File: config.mk
export PLATFORM = sky130hd
export DESIGN_NAME = system_clock_switch
export DESIGN_NICKNAME = d
export VERILOG_FILES = /design/src/system_clock_switch.v
export VERILOG_INCLUDE_DIRS = /design/src /design/src/src
export SDC_FILE = /design/constraint.sdc
export NUM_CORES = 1
export LEC_CHECK = 0
export ABC_CLOCK_PERIOD_IN_PS = 3400
export BUFFER_PORTS_ARGS = -buffer_cell sky130_fd_sc_hd__buf_4
export CAP_MARGIN = 20
export CORE_MARGIN = 10
export CORE_UTILIZATION = 55
export CTS_BUF_LIST = sky130_fd_sc_hd__clkbuf_4
export CTS_CLUSTER_DIAMETER = 60
export DETAILED_ROUTE_END_ITERATION = 8
export MAX_ROUTING_LAYER = met4
export PLACE_DENSITY = 0.8
export RECOVER_POWER = 25
export SLEW_MARGIN = 20
export SYNTH_ARGS = -nofsm -noshare
export SYNTH_HDL_FRONTEND = slang
export SYNTH_SLANG_ARGS = --single-unit
File: constraint.sdc
create_clock -name core_clk_i -period 3.4 [get_ports core_clk_i]
set_input_delay 0.34 -clock core_clk_i [delete_from_list [all_inputs] [get_ports core_clk_i]]
set_output_delay 0.34 -clock core_clk_i [all_outputs]
set_load 0.005 [all_outputs]
File: src/clock_switch_defines.vh
// Register map, field positions, reset values and timing counts for the clock switch.
// Assumes a 20 MHz core clock and a 32-bit APB slave with word-aligned registers.
`ifndef CLOCK_SWITCH_DEFINES_VH
`define CLOCK_SWITCH_DEFINES_VH

// ****************************************
// Register byte offsets
// ****************************************
`define OFS_SWITCH_REQUEST      12'h000
`define OFS_CURRENT_STATUS      12'h004
`define OFS_CONTROL_STATUS      12'h008
`define OFS_MANUAL_OSC_ENABLE   12'h00C
`define OFS_IRQ_STATUS          12'h010
`define OFS_IRQ_MASK            12'h014
`define OFS_POWER_CONTROL       12'h018

// ****************************************
// Field positions
// ****************************************
`define SRC_W                   3
`define DIV_W                   4
`define REQ_DIV_LSB             0
`define REQ_SRC_LSB             4
`define CTL_HOLD_BIT            7
`define CTL_READY_BIT           4
`define CTL_NEW_READY_BIT       3
`define IRQ_DONE_BIT            0
`define IRQ_FAIL_BIT            1
`define PWR_DOZE_BIT            0
`define MANUAL_OSC_ENABLE_REG_LSB               2

// ****************************************
// Reset values and source codes
// ****************************************
`define RST_SOURCE              3'h6
`define RST_DIVIDER             4'h0
`define SRC_PLL_A               3'h1
`define SRC_PLL_B               3'h2

// ****************************************
// Timing
// ****************************************
`define CLK_PERIOD_NS           50
`define PLL_LOCK_LIMIT_US       100
`define PLL_LOCK_CYCLES         ((`PLL_LOCK_LIMIT_US * 1000) / `CLK_PERIOD_NS)

`endif

File: src/system_clock_switch.v
// System clock source and post-divider switch controller with an APB register file.
// Assumes oscillator ready and PLL lock levels synchronous to core_clk_i; the
// glitch-free mux itself is downstream and follows the select/pause outputs.
//
// Design decisions made here: the placing of the registers and the APB register port.
`include "clock_switch_defines.vh"

module system_clock_switch #(
    parameter PLL_LOCK_CYCLES = `PLL_LOCK_CYCLES
) (
    input  wire        core_clk_i,
    input  wire        reset_i,
    input  wire        psel_i,
    input  wire        penable_i,
    input  wire        pwrite_i,
    input  wire [11:0] paddr_i,
    input  wire [31:0] pwdata_i,
    output reg  [31:0] prdata_o,
    output reg         pready_o,
    output reg         pslverr_o,
    input  wire [7:0]  osc_ready_i,
    input  wire        pll_lock_i,
    input  wire        sleep_i,
    output reg  [7:0]  osc_enable_o,
    output reg  [2:0]  clock_select_o,
    output reg  [3:0]  divider_select_o,
    output reg  [2:0]  pll_input_select_o,
    output reg         system_pause_o,
    output reg         failsafe_trigger_o,
    output reg         irq_o
);

    // ****************************************
    // State encoding
    // ****************************************
    localparam ST_IDLE = 2'h0;
    localparam ST_WAIT = 2'h1;
    localparam ST_LOCK = 2'h2;
    localparam ST_SLP  = 2'h3;

    localparam [19:0] LOCK_MAX = PLL_LOCK_CYCLES;

    function is_pll;
        input [2:0] src;
        begin
            is_pll = (src == `SRC_PLL_A) || (src == `SRC_PLL_B);
        end
    endfunction

    // ****************************************
    // Registers
    // ****************************************
    reg [2:0]  requested_source;
    reg [3:0]  requested_divider;
    reg [2:0]  current_source;
    reg [3:0]  current_divider;
    reg        switch_hold;
    reg        new_source_ready;
    reg        clock_settled;
    reg        doze_enable;
    reg [5:0]  manual_osc_enable;
    reg [1:0]  irq_status;
    reg [1:0]  irq_mask;
    reg [1:0]  state;
    reg [19:0] lock_count;
    reg        was_asleep;

    wire       wr_access = psel_i & penable_i & pwrite_i;
    wire       rd_access = psel_i & penable_i & ~pwrite_i;
    wire       mapped    = (paddr_i == `OFS_SWITCH_REQUEST) || (paddr_i == `OFS_CURRENT_STATUS)
                        || (paddr_i == `OFS_CONTROL_STATUS) || (paddr_i == `OFS_MANUAL_OSC_ENABLE)
                        || (paddr_i == `OFS_IRQ_STATUS) || (paddr_i == `OFS_IRQ_MASK)
                        || (paddr_i == `OFS_POWER_CONTROL);
    wire       wr_req    = wr_access & (paddr_i == `OFS_SWITCH_REQUEST);

    // Same source and divider means nothing pending
    wire       pending   = (requested_source != current_source)
                        || (requested_divider != current_divider);
    // Running source or divider-only change is ready without waiting
    wire       src_ready = (requested_source == current_source)
                        || osc_ready_i[requested_source];
    wire       pll_swap  = is_pll(requested_source) && is_pll(current_source)
                        && (requested_source != current_source);

    reg        ev_done;
    reg        ev_fail;

    // ****************************************
    // Switch sequencer
    // ****************************************
    // Doze gates only the CPU, so this runs every cycle regardless
    always @(posedge core_clk_i or posedge reset_i) begin
        if (reset_i) begin
            state              <= ST_IDLE;
            current_source     <= `RST_SOURCE;
            current_divider    <= `RST_DIVIDER;
            new_source_ready   <= 1'b0;
            clock_settled      <= 1'b1;
            lock_count         <= 20'h00000;
            system_pause_o     <= 1'b0;
            pll_input_select_o <= `RST_SOURCE;
            was_asleep         <= 1'b0;
            ev_done            <= 1'b0;
            ev_fail            <= 1'b0;
        end else begin
            ev_done <= 1'b0;
            ev_fail <= 1'b0;
            case (state)
                ST_IDLE: begin
                    if (sleep_i) begin
                        state <= ST_SLP;
                    end else if (pending) begin
                        clock_settled <= 1'b0;
                        state         <= ST_WAIT;
                    end
                end
                ST_WAIT: begin
                    if (sleep_i) begin
                        // Switch held over to wake, sleep entered normally
                        new_source_ready <= 1'b0;
                        state            <= ST_SLP;
                    end else if (!pending) begin
                        // Request rewritten to current setting: abandoned
                        new_source_ready <= 1'b0;
                        clock_settled    <= 1'b1;
                        state            <= ST_IDLE;
                    end else if (!new_source_ready) begin
                        if (src_ready) begin
                            new_source_ready <= 1'b1;
                            ev_done          <= ~was_asleep | ~switch_hold;
                        end
                    end else if (!switch_hold) begin
                        was_asleep <= 1'b0;
                        if (pll_swap) begin
                            system_pause_o     <= 1'b1;
                            pll_input_select_o <= requested_source;
                            lock_count         <= 20'h00000;
                            state              <= ST_LOCK;
                        end else begin
                            current_source   <= requested_source;
                            current_divider  <= requested_divider;
                            clock_settled    <= 1'b1;
                            new_source_ready <= 1'b0;
                            if (is_pll(requested_source)) begin
                                pll_input_select_o <= requested_source;
                            end
                            state <= ST_IDLE;
                        end
                    end
                end
                ST_LOCK: begin
                    lock_count <= lock_count + 20'h00001;
                    if (pll_lock_i || lock_count == LOCK_MAX) begin
                        ev_fail          <= ~pll_lock_i;
                        system_pause_o   <= 1'b0;
                        current_source   <= requested_source;
                        current_divider  <= requested_divider;
                        clock_settled    <= 1'b1;
                        new_source_ready <= 1'b0;
                        state            <= ST_IDLE;
                    end
                end
                ST_SLP: begin
                    if (!sleep_i) begin
                        if (pending && !switch_hold) begin
                            // Wake directly on the new clock
                            current_source  <= requested_source;
                            current_divider <= requested_divider;
                            if (is_pll(requested_source)) begin
                                pll_input_select_o <= requested_source;
                            end
                            clock_settled <= 1'b1;
                            ev_done       <= 1'b1;
                            state         <= ST_IDLE;
                        end else if (pending) begin
                            // Old clock, request reissued
                            was_asleep <= 1'b1;
                            state      <= ST_WAIT;
                        end else begin
                            state <= ST_IDLE;
                        end
                    end
                end
                default: begin
                    state <= ST_IDLE;
                end
            endcase
        end
    end

    // ****************************************
    // APB register file
    // ****************************************
    always @(posedge core_clk_i or posedge reset_i) begin
        if (reset_i) begin
            requested_source  <= `RST_SOURCE;
            requested_divider <= `RST_DIVIDER;
            switch_hold       <= 1'b0;
            doze_enable       <= 1'b0;
            manual_osc_enable <= 6'h00;
            irq_status        <= 2'h0;
            irq_mask          <= 2'h0;
            prdata_o          <= 32'h00000000;
            pready_o          <= 1'b0;
            pslverr_o         <= 1'b0;
        end else begin
            // Access phase answered after one wait state
            pready_o  <= psel_i & penable_i & ~pready_o;
            pslverr_o <= psel_i & penable_i & ~pready_o & ~mapped;
            if (wr_req && !pready_o) begin
                requested_source  <= pwdata_i[`REQ_SRC_LSB +: `SRC_W];
                requested_divider <= pwdata_i[`REQ_DIV_LSB +: `DIV_W];
            end
            if (wr_access && !pready_o) begin
                case (paddr_i)
                    `OFS_CONTROL_STATUS:    switch_hold       <= pwdata_i[`CTL_HOLD_BIT];
                    `OFS_MANUAL_OSC_ENABLE: manual_osc_enable <= pwdata_i[7:`MANUAL_OSC_ENABLE_REG_LSB];
                    `OFS_IRQ_MASK:          irq_mask          <= pwdata_i[1:0];
                    `OFS_POWER_CONTROL:     doze_enable       <= pwdata_i[`PWR_DOZE_BIT];
                    default: ;
                endcase
            end
            // Set wins over a write-one clear in the same cycle
            irq_status <= (irq_status & ~((wr_access && !pready_o &&
                           paddr_i == `OFS_IRQ_STATUS) ? pwdata_i[1:0] : 2'h0))
                        | {ev_fail, ev_done};
            if (rd_access && !pready_o) begin
                case (paddr_i)
                    `OFS_SWITCH_REQUEST:    prdata_o <= {25'h0, requested_source, requested_divider};
                    `OFS_CURRENT_STATUS:    prdata_o <= {25'h0, current_source, current_divider};
                    `OFS_CONTROL_STATUS:    prdata_o <= {24'h0, switch_hold, 2'h0, clock_settled,
                                                         new_source_ready, 3'h0};
                    `OFS_MANUAL_OSC_ENABLE: prdata_o <= {24'h0, manual_osc_enable, 2'h0};
                    `OFS_IRQ_STATUS:        prdata_o <= {30'h0, irq_status};
                    `OFS_IRQ_MASK:          prdata_o <= {30'h0, irq_mask};
                    `OFS_POWER_CONTROL:     prdata_o <= {31'h0, doze_enable};
                    default:                prdata_o <= 32'h00000000;
                endcase
            end
        end
    end

    // ****************************************
    // Outputs
    // ****************************************
    // Requested source is powered while waiting so the old one keeps running
    always @(posedge core_clk_i or posedge reset_i) begin
        if (reset_i) begin
            osc_enable_o       <= 8'h00;
            clock_select_o     <= `RST_SOURCE;
            divider_select_o   <= `RST_DIVIDER;
            failsafe_trigger_o <= 1'b0;
            irq_o              <= 1'b0;
        end else begin
            // Manual requests sit in bits 7..2, matching their register layout
            osc_enable_o <= ({manual_osc_enable, 2'h0} | (8'h01 << current_source)
                           | ((state == ST_WAIT) ? (8'h01 << requested_source) : 8'h00));
            // Select only moves when the mux is told to; the mux hands over on
            // a low phase of both clocks so no runt pulse reaches the core
            clock_select_o     <= current_source;
            divider_select_o   <= current_divider;
            failsafe_trigger_o <= ev_fail;
            irq_o              <= |(irq_status & irq_mask);
        end
    end

endmodule

# ---- Yosys cells after proc, flatten, opt, wreduce, memory -nomap -nowiden
# Index checks and enable logic that the tools add are counted.
dict set report totals {
  ff_bits 108
  input_bits 59
  out_inout_bits 55
  wordCells 215
}
dict set report classes {
  n_addsub 1
  magnitude_cmp 1
  eq_ne 36
  n_shift 2
  n_mux 92
  bitwise 19
  n_reduce_logical 38
}
# op count
set ops {}
lappend ops {{$mux 20} 5}
lappend ops {{$pmux 8 s7} 1}
lappend ops {{$mux 3} 16}
lappend ops {{$mux 1} 40}
lappend ops {{$pmux 20 s2} 1}
lappend ops {{$eq 12x5->1 const B} 3}
lappend ops {{$mux 4} 8}
lappend ops {{$ne 2x2->1 const B} 13}
lappend ops {{$eq 12x4->1 const B} 2}
lappend ops {{$add 20x1->20 const B} 1}
lappend ops {{$eq 20x11->1 const B} 1}
lappend ops {{$mux 2} 10}
lappend ops {{$reduce_and 9->1} 2}
lappend ops {{$or 8x8->8} 2}
lappend ops {{$shl 1x3->8 const A} 2}
lappend ops {{$reduce_and 7->1} 2}
lappend ops {{$eq 12x3->1 const B} 1}
lappend ops {{$logic_not 12->1} 1}
lappend ops {{$ne 3x3->1 const B} 4}
lappend ops {{$pmux 4 s3} 1}
lappend ops {{$logic_or 1x1->1} 11}
lappend ops {{$reduce_and 2->1} 5}
lappend ops {{$pmux 3 s3} 1}
lappend ops {{$mux 8} 1}
lappend ops {{29 further kinds} 55}

# ---- Depth between registers and ports, before layout
# Gate-level depths: netlist of run 1.
dict set report logic_depth {
  word_depth 10
  mapped_depth 8
  ltp_nobuf 8
}

# ---- Worst setup path before layout of run 1
# Ideal clock, no wire load.
dict set report synth_path {
  path_kind {register -> register}
  start {register lock_count[0]}
  end {register current_divider[0]}
  setup_ns 0.125
  arrival_time_ns 1.904
  t_required_ns 3.275
  path_slack_ns 1.371
  path_stages_with_launch 9
  n_path_buf 0
  period_less_slack_ns 2.029
  cell_sequence {dfrtp_1 -> inv_1 -> ha_1 -> nor4bb_1 -> nand4_1 -> nand2_1 -> o2111ai_2 -> nor3_4 -> mux2_2}
}
dict set report synth_via {
  elab_chain_len 4
}
# element line
set synth_lines {}
lappend synth_lines {{from (decl)} system_clock_switch.v:65} ;# reg [19:0] lock_count;
lappend synth_lines {{from (signal assigned)} system_clock_switch.v:152} ;# lock_count <= lock_count + 20'h00001;
lappend synth_lines {{$eq 20x11->1} system_clock_switch.v:153} ;# if (pll_lock_i || lock_count == LOCK_MAX) begin
lappend synth_lines {{$logic_or 1x1->1} system_clock_switch.v:153}
lappend synth_lines {{$ne 2x2->1 (no line)} -}
lappend synth_lines {{$reduce_and 9->1 (no line)} -}
lappend synth_lines {{to (signal assigned)} system_clock_switch.v:141} ;# current_divider <= requested_divider;
lappend synth_lines {{to (signal assigned)} system_clock_switch.v:157} ;# current_divider <= requested_divider;
lappend synth_lines {{to (signal assigned)} system_clock_switch.v:168} ;# current_divider <= requested_divider;
lappend synth_lines {{to (decl)} system_clock_switch.v:56} ;# reg [3:0] current_divider;
# No other way between the ends.
# A chain may end at the register's enable or synchronous reset.

# ---- Worst setup path after layout of run 1
dict set report layout_path {
  start {register requested_source[0]}
  end {register lock_count[13]}
}
dict set report layout_via {
  elab_chain_len 6
}
# element line
set layout_lines {}
lappend layout_lines {{from (decl)} system_clock_switch.v:53} ;# reg [2:0] requested_source;
lappend layout_lines {{from (signal assigned)} system_clock_switch.v:196} ;# requested_source <= `RST_SOURCE;
lappend layout_lines {{from (signal assigned)} system_clock_switch.v:211} ;# requested_source <= pwdata_i[`REQ_SRC_LSB +: `SRC_W];
lappend layout_lines {{$eq 3x1->1 (no line) / $eq 3x2->1 (equally long branches)} -}
lappend layout_lines {{$logic_or 1x1->1} system_clock_switch.v:46} ;# is_pll = (src == `SRC_PLL_A) || (src == `SRC_PLL_B);
lappend layout_lines {{$logic_and 1x1->1} system_clock_switch.v:82} ;# wire pll_swap = is_pll(requested_source) && is_pll(current_source)
lappend layout_lines {{$logic_and 1x1->1} system_clock_switch.v:83} ;# && (requested_source != current_source);
lappend layout_lines {{$ne 2x2->1 (no line)} -}
lappend layout_lines {{$reduce_and 6->1 (no line) *} -}
# Mark *: on every way between the ends. The rest lies on a longest branch, timed or not.

==> results.cfg, run 1 <==
[detailed_routing]
wl_per_cell_um = 16.5
drc = 0
drt-initial-drc-count = 256
viasPerCell = 5.69
routed_wl_um = 9530
ant_nets = 0
dr_total_vias = 3285
firstDrtPassIters = 6

[global_route]
grt_max_degree = 46
grt_overflow = 0
track_usage_pct = 17.2
antenna_found_initial = 0
grt_pass1_wl_um = 15900
grt_pass1_vias = 3359

[worst_hold_path]
min-delay-start = pwdata_i[6]
min_path_type = in2reg

[worst_setup_path]
crit_chain = xnor2_1 > nand3_1 > o21a_1 > o2111ai_1 > or3_1 > a21oi_1
cp_slowest_stage_delay_ps = 710
critPathRequiredTime_ps = 3760
crit_type = reg2reg
critical_path.top_delay_family = compound AO/OA/AOI/OAI gates
cp-start-kind = flip-flop
endpoint_kind = flip-flop
startpoint = requested_source[0]
crit_fanout = 15
cp_data_arrival_time_ps = 2890
cp_num_buf_inv = 0
r2r_start = requested_source[0]
slowest_stage = dfrtp_1

[timing]
setup_violations = 0
fin_tns_setup_ps = 0
drv_slew = 46
max_freq_mhz = 395
min_period_ps = 2530
setup_slack_ps = 868
fin_crit_sh_pct = 74.5
skew_ps = 15.8
tightest_slew_ps = 1920
slew-limit-headroom_pct = -28.7
rsz0062_at_grt = no
hold_viol = 0

[final_layout]
final_cell_area_um2 = 4870
syn_to_final_growth_pct = 14.1
final_core_util_pct = 63.7
finalNetCount = 531
final_cell_mix = 75 x dfrtp_1, 68 x buf_4, 28 x o21ai_0, 28 x nor2_1, 25 x mux2_2
stdcell_count = 577
n_antenna_cell = 0
layout_commonest_cell = dfrtp_1
drive_above_1_share_pct = 27.4

[yosys]
async_flop_share_pct = 100
synth-seq-cells = 84
synth_edf_count = 0
synth_ff_type = dfrtp_1
syn_area_um2 = 4270
yosys_warnings = 0
synth_cells = 409
avgSynthCellArea_um2 = 10.5
synth.distinct_cells = 53
ys_seq_area_share_pct = 49.4

[clock_tree]
cts_tree = built
post_cts_buffers = 0
cts_hold_buffers = 0
cts_resized = 0
cts_root_buf = clkbuf_4
clock-sinks = 84
htreeDepth = 3
clkTransAtPathRegs_ps = 140
cts_made_buffers = 9
clkLatencyLatePin_ps = 430
cts_max_path_buffers = 2

[power]
pwr-share-clk_pct = 27.4
seqPwrFrac_pct = 57.1
p_switching_mw = 0.591
leakage_nw = 2.26
vdd_drop_max_uv = 303
internal-power_mw = 1.34
p_per_area_nw_per_um2 = 397
combPwrFrac_pct = 15.5
switching_share_pct = 30.5

[placed_design]
hpwl_um = 7150
placed_cell_area_um2 = 4750
port_buffers = 65
post-place-ws_ps = 909
post-place-cells = 561
gp_congestion = 0.873

[die]
die_area_um2 = 11700
coreArea_um2 = 7650
die_w_um = 108
die_height_um = 108
start_util_pct = 55.9
io_pins = 114
core.rowCount = 32

[flow_run]
maxCapViolations = 1

[outcome]
violations = capacitance limit, slew limit
status = finished with violations
## power by group through the flow
stage | sequential (mW) | combinational, mW | clock (mW)
floorplan | 1.10 | 0.241 | 0
global placement | 1.12 | 0.288 | 0
detailed placement | 1.12 | 0.297 | 0
CTS | 1.10 | 0.298 | 0.547
global route | 1.11 | 0.339 | 0.590
finish | 1.10 | 0.299 | 0.531
## synth_stat cells, drive strengths merged (8+ instances only)
| master | count | share of area [%] |
|---|---|---|
| mux2 | 26 | 6.9 |
| nand3 | 18 | 2.1 |
| buf | 32 | 5.2 |
| a21oi | 23 | 2.7 |
| o21ai | 30 | 3.6 |
| inv | 12 | 1.1 |
| dfstp | 9 | 5.5 |
| or3 | 16 | 2.3 |
| nor2 | 28 | 2.5 |
| nand2 | 23 | 2.0 |
| a31oi | 9 | 1.3 |
| dfrtp | 75 | 44 |
| xnor2 | 8 | 1.6 |
| clkbuf | 10 | 0.88 |
## routing by layer
layer	global-route usage [%]	wire length (um)
met5	-	0
met4	6.20	121
met3	4.64	681
met2	28.8	4820
met1	19.4	3900
## cell type report
type	count	area (um2)
sequential	84	2110
timing repair buffer	69	518
clock inverter	7	58.8
clock buffer	9	67.6
tap	102	128
inverter	12	46.3
multi-input combinational	294	1940
fill	641	2770
## stage by stage
stage	total power, mW	hold WS [ps]
after floorplan	1.34	349
after global placement	1.41	375
after detailed placement	1.42	372
after CTS	1.95	9.68
after global routing	2.04	118
final	1.93	152
## worst paths after layout
kind / end / slack, ps / depth (start not counted)
setup / recovery: lock_count[13] / 870 / 6
hold / removal: requested_source[2] / 150 / 2
setup reg to reg: lock_count[13] / 870 / 6
hold reg to reg: failsafe_trigger_o / 390 / 0
max in group asynchronous: ev_done / 1980 / 3
min in group asynchronous: pll_input_select_o[0] / 380 / 2
## flip-flops by register name, indices dropped and copies added, names as in the netlist, 2 cells and up
name and flops:
clock_select_o 3, current_divider 4, current_source 3, divider_select_o 4, irq_mask 2, irq_status 2, lock_count 20, manual_osc_enable 6
osc_enable_o 8, pll_input_select_o 3, prdata_o 8, requested_divider 4, requested_source 3, state 2
## kinds of logic after synthesis
group	count (synthesis)	share of synthesized area [%]
XOR/XNOR	9	1.84
buffers and inverters	54	7.11
flip-flops	84	49.4
multiplexers	37	10.9
AO/OA/AOI/OAI	97	14.6
other	1	0.0877
AND/OR/NAND/NOR	125	15.5
adder cells (fa/ha/maj)	2	0.585
Note: power is estimated with default switching activity, not from simulation.
==> run 2, diff against run 1 <==
Settings changed: ABC_CLOCK_PERIOD_IN_PS 3400 to 2250, CORE_UTILIZATION 55 to 49, PLACE_DENSITY 0.8 to 0.75.
Clock period 3.4 ns to 2.25 ns, I/O delays scaled along.
==> run 2 against run 1 <==
Compared with the run above:
- the flow now finishes without violations
- hold slack got worse by 120 ps
- sequential power increased by 51%
- clock skew increased by 8.5 ps
- via count increased by 2.6%
- first-iteration DRC count decreased by 9.8%
- sequential share of layout area decreased by 2.2 points
- die area increased by 9.9%
- critical path type unchanged
- largest power group unchanged
- highest routed layer unchanged
==> results.cfg, run 2 (same netlist as run 1, synthesis figures left out) <==
[worst_hold_path]
hold_depth = 2
min_path_type = in2reg
hold_end = manual_osc_enable[2]
min-delay-start = pwdata_i[4]

[final_layout]
n_antenna_cell = 0
finalNetCount = 554
final_cell_mix = 83 x buf_4, 75 x dfrtp_1, 28 x o21ai_0, 28 x nor2_1, 25 x mux2_2
fillers = 733
reg.largest.list = lock_count: 20 flops, osc_enable_o: 8 flops, prdata_o: 8 flops
largest_register_ffs = 20
layout_commonest_cell = buf_4
largest_register = lock_count
syn_to_final_growth_pct = 20.1
drive_above_1_share_pct = 30.9

[worst_setup_path]
reg2reg_to = lock_count[17]
crit_type = reg2reg
crit_fanout = 11
critPathRequiredTime_ps = 2610
r2r_start = current_source[1]
r2r.worst_path.cells = 7
ff2ff_setup_slack_ps = 110
cp_data_arrival_time_ps = 2500
cp-start-kind = flip-flop
endpoint_kind = flip-flop

[timing]
min_period_ps = 2140
holdWs_ps = 33.4
skew_ps = 24.2
drv_slew = 0
fin_crit_sh_pct = 95.2
tightest_slew_ps = 1170
max_freq_mhz = 467
slew-limit-headroom_pct = 21.8
hold_viol = 0
rsz0062_at_grt = no
fin_tns_setup_ps = 0
setup_violations = 0

[detailed_routing]
drt-initial-drc-count = 231
drc = 0
routed_wl_um = 9870
dr_total_vias = 3369
wl_per_cell_um = 16.3
ant_nets = 0
firstDrtPassIters = 4
viasPerCell = 5.56

[power]
leakage_nw = 2.38
finalPower_mw = 3.01
p_per_area_nw_per_um2 = 586
vdd_drop_max_uv = 399

[global_route]
grt_max_degree = 40
antenna_found_initial = 0
use_met2_pct = 26.0
grt_util_met1_pct = 18.8
track_usage_pct = 16.0
grt_overflow = 0
gr-usage-met3_pct = 4.09
grt_pass1_wl_um = 16600
top_usage_layer = met2
grt_pass1_vias = 3442

[placed_design]
gp_congestion = 0.912
hpwl_um = 7570
port_buffers = 65

[die]
core.rowCount = 34
die_height_um = 113
start_util_pct = 49.7
die_w_um = 113
die_area_um2 = 12900
io_pins = 114
coreArea_um2 = 8590

[clock_tree]
cts_made_buffers = 9
clock-sinks = 84
clkTransAtPathRegs_ps = 140
clkLatencyLatePin_ps = 440
cts_root_buf = clkbuf_4
htreeDepth = 3
cts_max_path_buffers = 2
cts_tree = built

[flow_run]
maxCapViolations = 0

[outcome]
status = finished clean
-- run 2: critical path, stage by stage, from the launching register on --
cell and delay, ps:
dfstp_2 610, and4bb_1 230, o21a_1 160, a41o_2 270
o2111ai_1 130, buf_4 190, or3_1 310, a21oi_1 160
-- run 2: timing repair --
action | 4_1_cts | 5_1_grt
hold endpoints to repair | 23 | 0
resized for setup | 0 | 9
hold buffers | 4 | 0
setup buffers | 0 | 1
setup endpoints to repair | 0 | 11
-- run 2: stage by stage --
stage               area [um2]  setup slack, ps  utilization [%]  cells
floorplan                 4360              221                -    432
global placement          4920              116             57.2    585
detailed placement        4920             71.4             57.2    585
CTS                       5080             38.7             59.2    605
global route              5130             6.90             59.7    606
finish                    5130              108             59.7    606
-- run 2: cell type report --
| cell class | instances | area [um2] | share of cell area, % |
|---|---|---|---|
| flip-flops and latches | 84 | 2110 | 41.2 |
| repair buffers | 92 | 726 | 14.1 |
| clock buffers | 10 | 75.1 | 1.46 |
| clock inverters | 6 | 51.3 | 0.999 |
| multi-input cells | 294 | 1990 | 38.7 |
| inverters | 12 | 46.3 | 0.902 |
| well taps | 108 | 135 | 2.63 |
-- run 2: layer usage --
| layer | vias to the layer above | routed length, um |
|---|---|---|
| met5 | - | 0 |
| met4 | 0 | 153 |
| met3 | 18 | 619 |
| met2 | 115 | 4970 |
| met1 | 1628 | 4130 |
| li1 | 1608 | - |
-- run 2: how the worst max path moves through the flow --
stage                            startpoint                 end  slack (ps)  depth (start not counted)
after floorplan               lock_count[0]  current_divider[0]         220                          8
after global placement    current_source[1]  current_divider[1]         120                          7
after detailed placement  current_source[1]  current_divider[1]          70                          7
after CTS                 current_source[1]  current_divider[1]          40                          7
after global routing          lock_count[1]   current_source[0]           7                          9
final                     current_source[1]      lock_count[17]         110                          7
-- run 2: report_power, final --
| part | internal, mW | switching (mW) | leakage (nW) |
|---|---|---|---|
| clock | 0.250 | 0.551 | 0.0607 |
| sequential | 1.59 | 0.0742 | 1.12 |
| combinational | 0.263 | 0.281 | 1.20 |
